**src/hdl/safety_io_pkg.sv**
```systemverilog
// Constants, register map and enumerations of the dual channel safety I/O
package safety_io_pkg;
    // Clock and time base
    localparam int CLK_PERIOD_NS = 25;
    localparam int US_NS = 1000;
    localparam int CYCLES_PER_US = (US_NS + CLK_PERIOD_NS - 1) / CLK_PERIOD_NS;
    localparam int US_PER_MS = 1000;
    // Output off-pulse schedule, in milliseconds
    localparam int PULSE_PERIOD_MS = 500;
    localparam int PULSE_STAGGER_MS = 250;

    // Register bus widths and word addresses
    localparam int ADDR_W = 4;
    localparam int DATA_W = 16;
    localparam logic [3:0] ADDR_CONFIG = 4'h0;
    localparam logic [3:0] ADDR_FILTER_US = 4'h1;
    localparam logic [3:0] ADDR_MISMATCH_MS = 4'h2;
    localparam logic [3:0] ADDR_PULSE_OFF_US = 4'h3;
    localparam logic [3:0] ADDR_STATUS = 4'h4;

    // Configuration register fields
    localparam int CFG_IN_SEL_LSB = 0;
    localparam int CFG_IN_SEL_W = 3;
    localparam int CFG_OUT_SEL_LSB = 3;
    localparam int CFG_OUT_SEL_W = 4;
    localparam int CFG_NET_MODE_BIT = 7;
    localparam int CFG_AND_AXES_BIT = 8;
    localparam int CFG_W = 9;

    // Status register fields
    localparam int ST_FILT1_BIT = 0;
    localparam int ST_FILT2_BIT = 1;
    localparam int ST_MISMATCH_BIT = 2;
    localparam int ST_OUT1_BIT = 3;
    localparam int ST_OUT2_BIT = 4;
    localparam int ST_SEL_STATUS_BIT = 5;

    // Setting limits and reset values
    localparam int FILTER_W = 15;
    localparam logic [14:0] FILTER_MIN_US = 15'h03E8;
    localparam logic [14:0] FILTER_MAX_US = 15'h7D00;
    localparam logic [14:0] FILTER_RESET_US = 15'h03E8;
    localparam int MISMATCH_W = 16;
    localparam logic [15:0] MISMATCH_MAX_MS = 16'hEA60;
    localparam logic [15:0] MISMATCH_RESET_MS = 16'h0064;
    localparam int PULSE_W = 11;
    localparam logic [10:0] PULSE_MIN_US = 11'h1F4;
    localparam logic [10:0] PULSE_MAX_US = 11'h7D0;
    localparam logic [10:0] PULSE_RESET_US = 11'h1F4;
    localparam logic [8:0] CONFIG_RESET = 9'h000;

    // Safety commands that the input pair can drive
    localparam int NUM_CMD = 8;
    localparam logic [2:0] CMD_TORQUE_OFF = 3'h0;
    localparam logic [2:0] CMD_STOP1 = 3'h1;
    localparam logic [2:0] CMD_STOP2 = 3'h2;
    localparam logic [2:0] CMD_SPEED_LIMIT1 = 3'h3;
    localparam logic [2:0] CMD_POS_DIRECTION = 3'h4;
    localparam logic [2:0] CMD_NEG_DIRECTION = 3'h5;
    localparam logic [2:0] CMD_POSITION_LIMIT = 3'h6;
    localparam logic [2:0] CMD_TORQUE_LIMIT1 = 3'h7;

    // Status monitors that the output pair can show
    localparam int NUM_STAT = 10;
    localparam logic [3:0] STAT_TORQUE_OFF = 4'h0;
    localparam logic [3:0] STAT_STOP1 = 4'h1;
    localparam logic [3:0] STAT_STOP2 = 4'h2;
    localparam logic [3:0] STAT_SPEED_LIMIT1 = 4'h3;
    localparam logic [3:0] STAT_SAFE_SPEED = 4'h4;
    localparam logic [3:0] STAT_BRAKE_CONTROL = 4'h5;
    localparam logic [3:0] STAT_POS_DIRECTION = 4'h6;
    localparam logic [3:0] STAT_NEG_DIRECTION = 4'h7;
    localparam logic [3:0] STAT_POSITION_LIMIT = 4'h8;
    localparam logic [3:0] STAT_TORQUE_LIMIT1 = 4'h9;
endpackage : safety_io_pkg

```
**src/hdl/input_filter.sv**
```systemverilog
// Noise filter for one safety input channel, counted in microseconds
module input_filter
    import safety_io_pkg::*;
(
    // Clock and reset
    input wire logic clk,
    input wire logic rst_n,
    // Time base and setting
    input wire logic tick_us,
    input wire logic [14:0] limit_us,
    // Data
    input wire logic raw,
    output logic level
);
    logic [14:0] count;
    logic [14:0] next_count;
    logic next_level;

    // Count while raw differs; any return to the held level restarts it
    always_comb begin
        next_count = count;
        next_level = level;
        if (raw == level) begin
            next_count = 15'h0000;
        end else if (tick_us) begin
            if (count >= limit_us) begin
                next_level = raw;
                next_count = 15'h0000;
            end else begin
                next_count = count + 15'h0001;
            end
        end
    end

    // Level resets low, which reads as a commanded safety function
    always_ff @(posedge clk or negedge rst_n) begin
        if (!rst_n) begin
            count <= 15'h0000;
            level <= 1'b0;
        end else begin
            count <= next_count;
            level <= next_level;
        end
    end
endmodule : input_filter

```
**src/hdl/off_pulse.sv**
```systemverilog
// One-shot off-pulse timer for one output channel, length in microseconds
module off_pulse
    import safety_io_pkg::*;
(
    // Clock and reset
    input wire logic clk,
    input wire logic rst_n,
    // Control
    input wire logic tick_us,
    input wire logic start,
    input wire logic [10:0] len_us,
    // State
    output logic active
);
    logic [10:0] count;
    logic [10:0] next_count;
    logic next_active;

    // Start loads the length; the pulse ends when the count runs out
    always_comb begin
        next_count = count;
        next_active = active;
        if (start) begin
            next_count = len_us;
            next_active = 1'b1;
        end else if (active && tick_us) begin
            if (count <= 11'h001) begin
                next_active = 1'b0;
                next_count = 11'h000;
            end else begin
                next_count = count - 11'h001;
            end
        end
    end

    always_ff @(posedge clk or negedge rst_n) begin
        if (!rst_n) begin
            count <= 11'h000;
            active <= 1'b0;
        end else begin
            count <= next_count;
            active <= next_active;
        end
    end
endmodule : off_pulse

```
**src/hdl/safety_io.sv**
```systemverilog
// Top of the dual channel safety input and output stage
// Notes on behaviour
// - One input point made of two redundant channels carrying one command.
// - Channels may disagree only up to a set time of 0 to 60000 ms.
// - Each input passes a noise filter of 1 to 32 ms, microsecond steps.
// - Off test pulses up to 1 ms at 1 to 25 Hz change no command.
// - One output point made of two redundant channels carrying one status.
// - While the status is on, short off-pulses repeat on both channels.
// - Off-pulse lasts 0.5 to 2.0 ms as set, repeating at least per second.
// - The two output channels are never pulsed off at the same time.
// - Input select assigns the pair to one of eight safety commands.
// - Output select assigns one of ten status monitors to the pair.
// - Output shows axis A alone or the AND of axes A, B and C.
// - Input on axis A activates the assigned function on axis A.
// - Connector inputs are used only when network control is off.
// - Under network control commands come from the network, not pins.
// - Status also goes to the network; connector outputs keep working.
module safety_io
    import safety_io_pkg::*;
(
    // Clock and reset
    input wire logic REF_CLK,
    input wire logic RST_N,
    // Register port
    input wire logic [3:0] ADDR,
    input wire logic [15:0] WDATA,
    input wire logic WR,
    input wire logic RD,
    output logic [15:0] RDATA,
    // Connector input pair, from pins
    input wire logic IN_CH1,
    input wire logic IN_CH2,
    // Commands from the network
    input wire logic [7:0] NET_CMD,
    // Status monitors of axes A, B and C
    input wire logic [9:0] STATUS_A,
    input wire logic [9:0] STATUS_B,
    input wire logic [9:0] STATUS_C,
    // Commands to axis A
    output logic [7:0] AXIS_A_CMD,
    // Connector output pair and network status
    output logic OUT_CH1,
    output logic OUT_CH2,
    output logic NET_STATUS,
    output logic MISMATCH_ERR
);
    // Configuration state
    logic [8:0] config_reg;
    logic [14:0] filter_us;
    logic [15:0] mismatch_ms;
    logic [10:0] pulse_us;
    logic [8:0] next_config_reg;
    logic [14:0] next_filter_us;
    logic [15:0] next_mismatch_ms;
    logic [10:0] next_pulse_us;
    logic [15:0] next_rdata;
    logic [15:0] status_word;

    // Decoded configuration
    logic [2:0] in_sel;
    logic [3:0] out_sel;
    logic net_mode;
    logic and_axes;

    // Time base
    logic [5:0] pre_count;
    logic [9:0] us_count;
    logic [5:0] next_pre_count;
    logic [9:0] next_us_count;
    logic tick_us;
    logic tick_ms;

    // Input path
    logic [1:0] sync1;
    logic [1:0] sync2;
    logic filt1;
    logic filt2;
    logic [15:0] mm_count;
    logic [15:0] next_mm_count;
    logic next_mismatch_err;
    logic clear_err;
    logic cmd_active;
    logic [7:0] next_axis_cmd;

    // Output path
    logic sel_status;
    logic [8:0] period_ms;
    logic [8:0] next_period_ms;
    logic start1;
    logic start2;
    logic pulse1;
    logic pulse2;
    logic next_out1;
    logic next_out2;

    assign in_sel = config_reg[CFG_IN_SEL_LSB +: CFG_IN_SEL_W];
    assign out_sel = config_reg[CFG_OUT_SEL_LSB +: CFG_OUT_SEL_W];
    assign net_mode = config_reg[CFG_NET_MODE_BIT];
    assign and_axes = config_reg[CFG_AND_AXES_BIT];

    // Register writes; settings are clamped to their legal ranges
    always_comb begin
        next_config_reg = config_reg;
        next_filter_us = filter_us;
        next_mismatch_ms = mismatch_ms;
        next_pulse_us = pulse_us;
        clear_err = 1'b0;
        if (WR) begin
            unique case (ADDR)
                ADDR_CONFIG: next_config_reg = WDATA[CFG_W-1:0];
                ADDR_FILTER_US: begin
                    if (WDATA[14:0] < FILTER_MIN_US) begin
                        next_filter_us = FILTER_MIN_US;
                    end else if (WDATA[14:0] > FILTER_MAX_US) begin
                        next_filter_us = FILTER_MAX_US;
                    end else begin
                        next_filter_us = WDATA[14:0];
                    end
                end
                ADDR_MISMATCH_MS: begin
                    if (WDATA > MISMATCH_MAX_MS) begin
                        next_mismatch_ms = MISMATCH_MAX_MS;
                    end else begin
                        next_mismatch_ms = WDATA;
                    end
                end
                ADDR_PULSE_OFF_US: begin
                    if (WDATA[10:0] < PULSE_MIN_US || WDATA[15:11] != 5'h00) begin
                        next_pulse_us = (WDATA[15:11] != 5'h00) ?
                            PULSE_MAX_US : PULSE_MIN_US;
                    end else if (WDATA[10:0] > PULSE_MAX_US) begin
                        next_pulse_us = PULSE_MAX_US;
                    end else begin
                        next_pulse_us = WDATA[10:0];
                    end
                end
                ADDR_STATUS: clear_err = WDATA[ST_MISMATCH_BIT];
                default: ;
            endcase
        end
    end

    // Status word seen by software; unmapped addresses read zero
    always_comb begin
        status_word = 16'h0000;
        status_word[ST_FILT1_BIT] = filt1;
        status_word[ST_FILT2_BIT] = filt2;
        status_word[ST_MISMATCH_BIT] = MISMATCH_ERR;
        status_word[ST_OUT1_BIT] = OUT_CH1;
        status_word[ST_OUT2_BIT] = OUT_CH2;
        status_word[ST_SEL_STATUS_BIT] = sel_status;
        next_rdata = 16'h0000;
        if (RD) begin
            unique case (ADDR)
                ADDR_CONFIG: next_rdata = {7'h00, config_reg};
                ADDR_FILTER_US: next_rdata = {1'b0, filter_us};
                ADDR_MISMATCH_MS: next_rdata = mismatch_ms;
                ADDR_PULSE_OFF_US: next_rdata = {5'h00, pulse_us};
                ADDR_STATUS: next_rdata = status_word;
                default: next_rdata = 16'h0000;
            endcase
        end
    end

    always_ff @(posedge REF_CLK or negedge RST_N) begin
        if (!RST_N) begin
            config_reg <= CONFIG_RESET;
            filter_us <= FILTER_RESET_US;
            mismatch_ms <= MISMATCH_RESET_MS;
            pulse_us <= PULSE_RESET_US;
            RDATA <= 16'h0000;
        end else begin
            config_reg <= next_config_reg;
            filter_us <= next_filter_us;
            mismatch_ms <= next_mismatch_ms;
            pulse_us <= next_pulse_us;
            RDATA <= next_rdata;
        end
    end

    // Microsecond and millisecond ticks from the reference clock
    always_comb begin
        tick_us = (pre_count == 6'(CYCLES_PER_US - 1));
        tick_ms = tick_us && (us_count == 10'(US_PER_MS - 1));
        next_pre_count = tick_us ? 6'h00 : pre_count + 6'h01;
        next_us_count = us_count;
        if (tick_ms) begin
            next_us_count = 10'h000;
        end else if (tick_us) begin
            next_us_count = us_count + 10'h001;
        end
    end

    always_ff @(posedge REF_CLK or negedge RST_N) begin
        if (!RST_N) begin
            pre_count <= 6'h00;
            us_count <= 10'h000;
        end else begin
            pre_count <= next_pre_count;
            us_count <= next_us_count;
        end
    end

    // Two-stage synchronisers for the connector pins
    always_ff @(posedge REF_CLK or negedge RST_N) begin
        if (!RST_N) begin
            sync1 <= 2'h0;
            sync2 <= 2'h0;
        end else begin
            sync1 <= {IN_CH2, IN_CH1};
            sync2 <= sync1;
        end
    end

    // Filter of at least 1 ms also hides test off-pulses of up to 1 ms
    input_filter u_filter1 (
        .clk(REF_CLK),
        .rst_n(RST_N),
        .tick_us(tick_us),
        .limit_us(filter_us),
        .raw(sync2[0]),
        .level(filt1)
    );

    input_filter u_filter2 (
        .clk(REF_CLK),
        .rst_n(RST_N),
        .tick_us(tick_us),
        .limit_us(filter_us),
        .raw(sync2[1]),
        .level(filt2)
    );

    // Mismatch timer; the error is sticky and its set beats a clear
    always_comb begin
        next_mm_count = mm_count;
        next_mismatch_err = MISMATCH_ERR;
        if (clear_err) begin
            next_mismatch_err = 1'b0;
        end
        if (net_mode || filt1 == filt2) begin
            next_mm_count = 16'h0000;
        end else if (tick_ms && mm_count != 16'hFFFF) begin
            next_mm_count = mm_count + 16'h0001;
        end
        if (!net_mode && filt1 != filt2 && mm_count > mismatch_ms) begin
            next_mismatch_err = 1'b1;
        end
    end

    // Command asserted when any channel is off; error forces it too
    always_comb begin
        cmd_active = !(filt1 && filt2) || MISMATCH_ERR;
        next_axis_cmd = 8'h00;
        if (net_mode) begin
            next_axis_cmd = NET_CMD;
        end else begin
            next_axis_cmd[in_sel] = cmd_active;
        end
    end

    always_ff @(posedge REF_CLK or negedge RST_N) begin
        if (!RST_N) begin
            mm_count <= 16'h0000;
            MISMATCH_ERR <= 1'b0;
            AXIS_A_CMD <= 8'h00;
        end else begin
            mm_count <= next_mm_count;
            MISMATCH_ERR <= next_mismatch_err;
            AXIS_A_CMD <= next_axis_cmd;
        end
    end

    // Status selection; codes past the last monitor read as off
    always_comb begin
        sel_status = 1'b0;
        if (out_sel < 4'(NUM_STAT)) begin
            if (and_axes) begin
                sel_status = STATUS_A[out_sel] && STATUS_B[out_sel] &&
                    STATUS_C[out_sel];
            end else begin
                sel_status = STATUS_A[out_sel];
            end
        end
    end

    // Pulse schedule: channel 1 at period start, channel 2 half way
    always_comb begin
        next_period_ms = period_ms;
        if (!sel_status) begin
            next_period_ms = 9'h000;
        end else if (tick_ms) begin
            if (period_ms == 9'(PULSE_PERIOD_MS - 1)) begin
                next_period_ms = 9'h000;
            end else begin
                next_period_ms = period_ms + 9'h001;
            end
        end
        start1 = sel_status && tick_ms && period_ms == 9'h000;
        start2 = sel_status && tick_ms &&
            period_ms == 9'(PULSE_STAGGER_MS);
    end

    // Off time capped at 2 ms, far below the stagger, so never overlap
    off_pulse u_pulse1 (
        .clk(REF_CLK),
        .rst_n(RST_N),
        .tick_us(tick_us),
        .start(start1),
        .len_us(pulse_us),
        .active(pulse1)
    );

    off_pulse u_pulse2 (
        .clk(REF_CLK),
        .rst_n(RST_N),
        .tick_us(tick_us),
        .start(start2),
        .len_us(pulse_us),
        .active(pulse2)
    );

    // Outputs on only with the status on and outside their own pulse
    always_comb begin
        next_out1 = sel_status && !pulse1 && !start1;
        next_out2 = sel_status && !pulse2 && !start2;
    end

    always_ff @(posedge REF_CLK or negedge RST_N) begin
        if (!RST_N) begin
            period_ms <= 9'h000;
            OUT_CH1 <= 1'b0;
            OUT_CH2 <= 1'b0;
            NET_STATUS <= 1'b0;
        end else begin
            period_ms <= next_period_ms;
            OUT_CH1 <= next_out1;
            OUT_CH2 <= next_out2;
            NET_STATUS <= sel_status;
        end
    end
endmodule : safety_io

```
**config.mk**
```make
export PLATFORM = sky130hd
export DESIGN_NAME = safety_io
export DESIGN_NICKNAME = d
export VERILOG_FILES = /design/src/hdl/safety_io_pkg.sv /design/src/hdl/input_filter.sv /design/src/hdl/off_pulse.sv /design/src/hdl/safety_io.sv
export SDC_FILE = /design/constraint.sdc
export NUM_CORES = 1
export LEC_CHECK = 0
export BUFFER_PORTS_ARGS = -buffer_cell sky130_fd_sc_hd__buf_2
export CAP_MARGIN = 10
export CORE_ASPECT_RATIO = 1.2
export CORE_MARGIN = 2
export CORE_UTILIZATION = 55
export DETAILED_ROUTE_END_ITERATION = 7
export GPL_TIMING_DRIVEN = 0
export PLACE_DENSITY = 0.72
export SYNTH_ARGS = -nofsm -noshare
export SYNTH_HDL_FRONTEND = slang
export SYNTH_SLANG_ARGS = --single-unit
```
**constraint.sdc**
```tcl
create_clock -name REF_CLK -period 4.5 [get_ports REF_CLK]
set_clock_uncertainty 0.15 [all_clocks]
set_input_delay 1.35 -clock REF_CLK [delete_from_list [all_inputs] [get_ports REF_CLK]]
set_output_delay 1.35 -clock REF_CLK [all_outputs]
set_load 0.01 [all_outputs]
```
==> impl_results.md <==
- Final Hold Violating Endpoints: 0
- Syn Nets: ~1200
- Drt wl/cell: approximately 19 µm
- Met2 routed WL: ~14000 µm
- YS warnings: 0
- Crit path cell chain: clkbuf_1 > nor4b_2 > nand2_1 > a21oi_1 > and2_1 > a22o_1
- Hold_buf cts: 0
- Row Count: between 50 and 60
- Startpoint types: input port
- Gr ovfl total: 0
- Die W: around 130 µm
- Fmax: between 0.2 and 0.3 GHz
- Number of synthesized flops with an enable pin: 0
- Final Cycle Share: 0.799
- Largest buffer count on any clock path: 2
- DRC errors left: 0
- WL final: 27400 µm
- Max-slew violations: 0
- Largest net degree at the start of global routing: about 110
- Final Critical Period: around 3.6 ns
- Detailed Place HPWL: approximately 20000 µm
- CTS tree: done
- Area delta synth->final: 13.4%
- CORE AREA: approximately 18000 µm²
- Sequential share of the synthesized area: 0.442
- Vias in the first global route: roughly 8700
- Top sig layer: met4
- Initial core utilization: 0.561
- Clock root cell: clkbuf_16
- Setup Crit Path Kind: input port to flop
- PortBufs: 87
- Worst VDD drop: between 0.2 and 0.3 mV
- Number of fill cells: 1545
- Unique masters post-synth: 76
- Most instantiated cells after synthesis: 165 x dfrtp_1, 109 x nand2_1, 89 x o21ai_0
- Worst Hold Class: flop to flop
- Clk sinks: between 150 and 200
- DR iter-0 viols: roughly 680
- Arrival @ worst endpoint: approximately 3.8 ns
- Top_reg_cell synth: dfrtp_1
- Placed cell count: about 1400
- Non-filler cells, final: between 1000 and 1500
- Post-synth top area cell: dfrtp_1
- RSZ-0062 raised after global routing: false
- First-pass GRT wire length: ~45000 µm
- Post-route ant nets: 0
- Drt pass-1 iters: 6
- Antenna diodes: 0
- Vias/cell: just over 6
- Fin nets: between 1000 and 1500
- Initial antenna violation count: 0
- Largest registers: RDATA (16), mismatch_ms (16), mm_count (16)
- Mean Syn Cell Area: between 9 and 10 µm²
- Max cap viols: 0
- Worst path max stage delay: 0.99 ns
- Fin Setup TNS: 0 ns
- Status: complete, no violations
- Finish-stage setup viols: 0
- Layout cell share with drive strength beyond 1: 0.173
- #FFs+latches synth: between 150 and 200
- Reg clk slew, reported paths: about 0.07 ns
- Worst slew margin: 0.169
- Worst-path maximum fanout: 10
- Worst slew pin tran: about 1.2 ns
- Yosys top cell area share: 0.404
- Data required, critical path: between 4 and 5 ns
- Met3 Wirelength: ~1600 µm
- CP endpoint kind: flop
- Leakage Power: around 0.0054 µW
- Ys async rst share: 1.00
- Worst-Skew Late Latency: 0.44 ns
- Util after Layout: 0.636
- M1 WL: ~11000 µm
- GRT Total Usage: 0.288
- Fin Hold WS: between 0.2 and 0.25 ns
- Area contributors post-synth: dfrtp_1 40%, ha_1 7.2%, mux2_2 4.4%, o21ai_0 4.4%, nand2_1 4.0%
- CP max-delay cell: nor4b_2
- Die Footprint: between 15000 and 20000 µm²
- Die height: between 150 and 200 µm
- Count leader, synth: dfrtp_1
- Setup bufs post-CTS: 0
- Post-cts sizing count: 0
- Gate Count Post-Synth: 1072
- CTS Buf Count: 17
- PwrDens: between 300 and 400 nW/µm²
- Post-Syn Area: 10200 µm²
- Routed via count: just under 9000
- Htree depth: 4
- # IOs: 92
- GP Congestion: around 0.95
[cells in the final DEF, fill, tap and decap left out, types with 4 or more instances in the layout]
cell type  count
buf_2         92
nand3_1       30
or4_1          7
o31ai_1        6
a22o_1        19
inv_1         58
a22oi_1       20
and2_1         8
nor3_1        32
nor3b_1       14
and4_1         4
a32o_1         5
a222oi_1      10
nor2_1        81
xnor2_1       12
o21ai_0       89
o21a_1         5
nor2b_1        9
ha_1          59
a31oi_1       11
clkbuf_1      29
dfstp_2       15
mux2i_1        5
mux2_2        40
clkinv_2       4
nand4_1       21
nand2_1      109
o211ai_1      10
or2_2          7
a21o_1        22
a21oi_1       50
nor4_1        15
xor2_1        11
and3_1        18
or3_1          8
dfrtp_1      165
clkbuf_16     17
[routing by layer]
layer  GRT usage  up-vias
met5           0        -
met4       0.101        0
met3      0.0525       55
met2       0.485      288
met1       0.373     4321
li1            -     4157
[cell type report]
class                           count  area [µm²]  share of cell area
Sequential cell                   180        4520               0.390
Buffer                             39         171              0.0148
Clock buffer                       20         457              0.0394
Multi-Input combinational cell    795        5320               0.459
Inverter                           58         218              0.0188
Clock inverter                     12         151              0.0131
Timing Repair Buffer               89         478              0.0412
Tap cell                          224         280              0.0242
[power by group]
part | leakage, µW | switching [µW] | internal [µW]
Clock | 0.000297 | 644 | 905
Sequential | 0.00237 | 127 | 1760
Combinational | 0.00274 | 378 | 246
[metrics by stage]
step / total power (µW) / area, µm² / setup slack [ns]
3_3_place_gp: 2510 / 10900 / -0.975
5_1_grt: 4240 / 11600 / 0.843
2_1_floorplan: 2250 / 10200 / 1.32
6_report: 4060 / 11600 / 0.905
3_5_place_dp: 2530 / 11000 / 0.610
4_1_cts: 4080 / 11600 / 1.05
[cells by family after synthesis]
group / share of synthesized area
buf+inv: 0.0380
compound gates: 0.184
simple gates: 0.193
mux: 0.0511
flops: 0.442
fa+ha+maj: 0.0721
xor+xnor: 0.0197
[path summary, 6_finish.rpt]
path | from | to | slack (ns) | cells past startpoint
hold / removal | sync1[0]$_DFF_PN0_ | sync2[0]$_DFF_PN0_ | 0.21 | 0
min in group asynchronous | RST_N | u_pulse2.count[3]$_DFFE_PN0P_ | 0.71 | 1
setup / recovery | ADDR[3] | filter_us[0]$_DFFE_PN0P_ | 0.90 | 6
hold reg to reg | sync1[0]$_DFF_PN0_ | sync2[0]$_DFF_PN0_ | 0.21 | 0
setup reg to reg | pre_count[0]$_DFF_PN0_ | period_ms[4]$_DFFE_PN0P_ | 1.35 | 8
max in group asynchronous | RST_N | u_filter1.count[6]$_DFFE_PN0P_ | 2.56 | 2
[worst max-delay path, delay by kind of cell]
kind | cells | cell delay (ns)
simple gates | 3 | 1.71
compound gates | 2 | 0.60
buf+inv | 1 | 0.16
(Power assumes the default switching activity.)
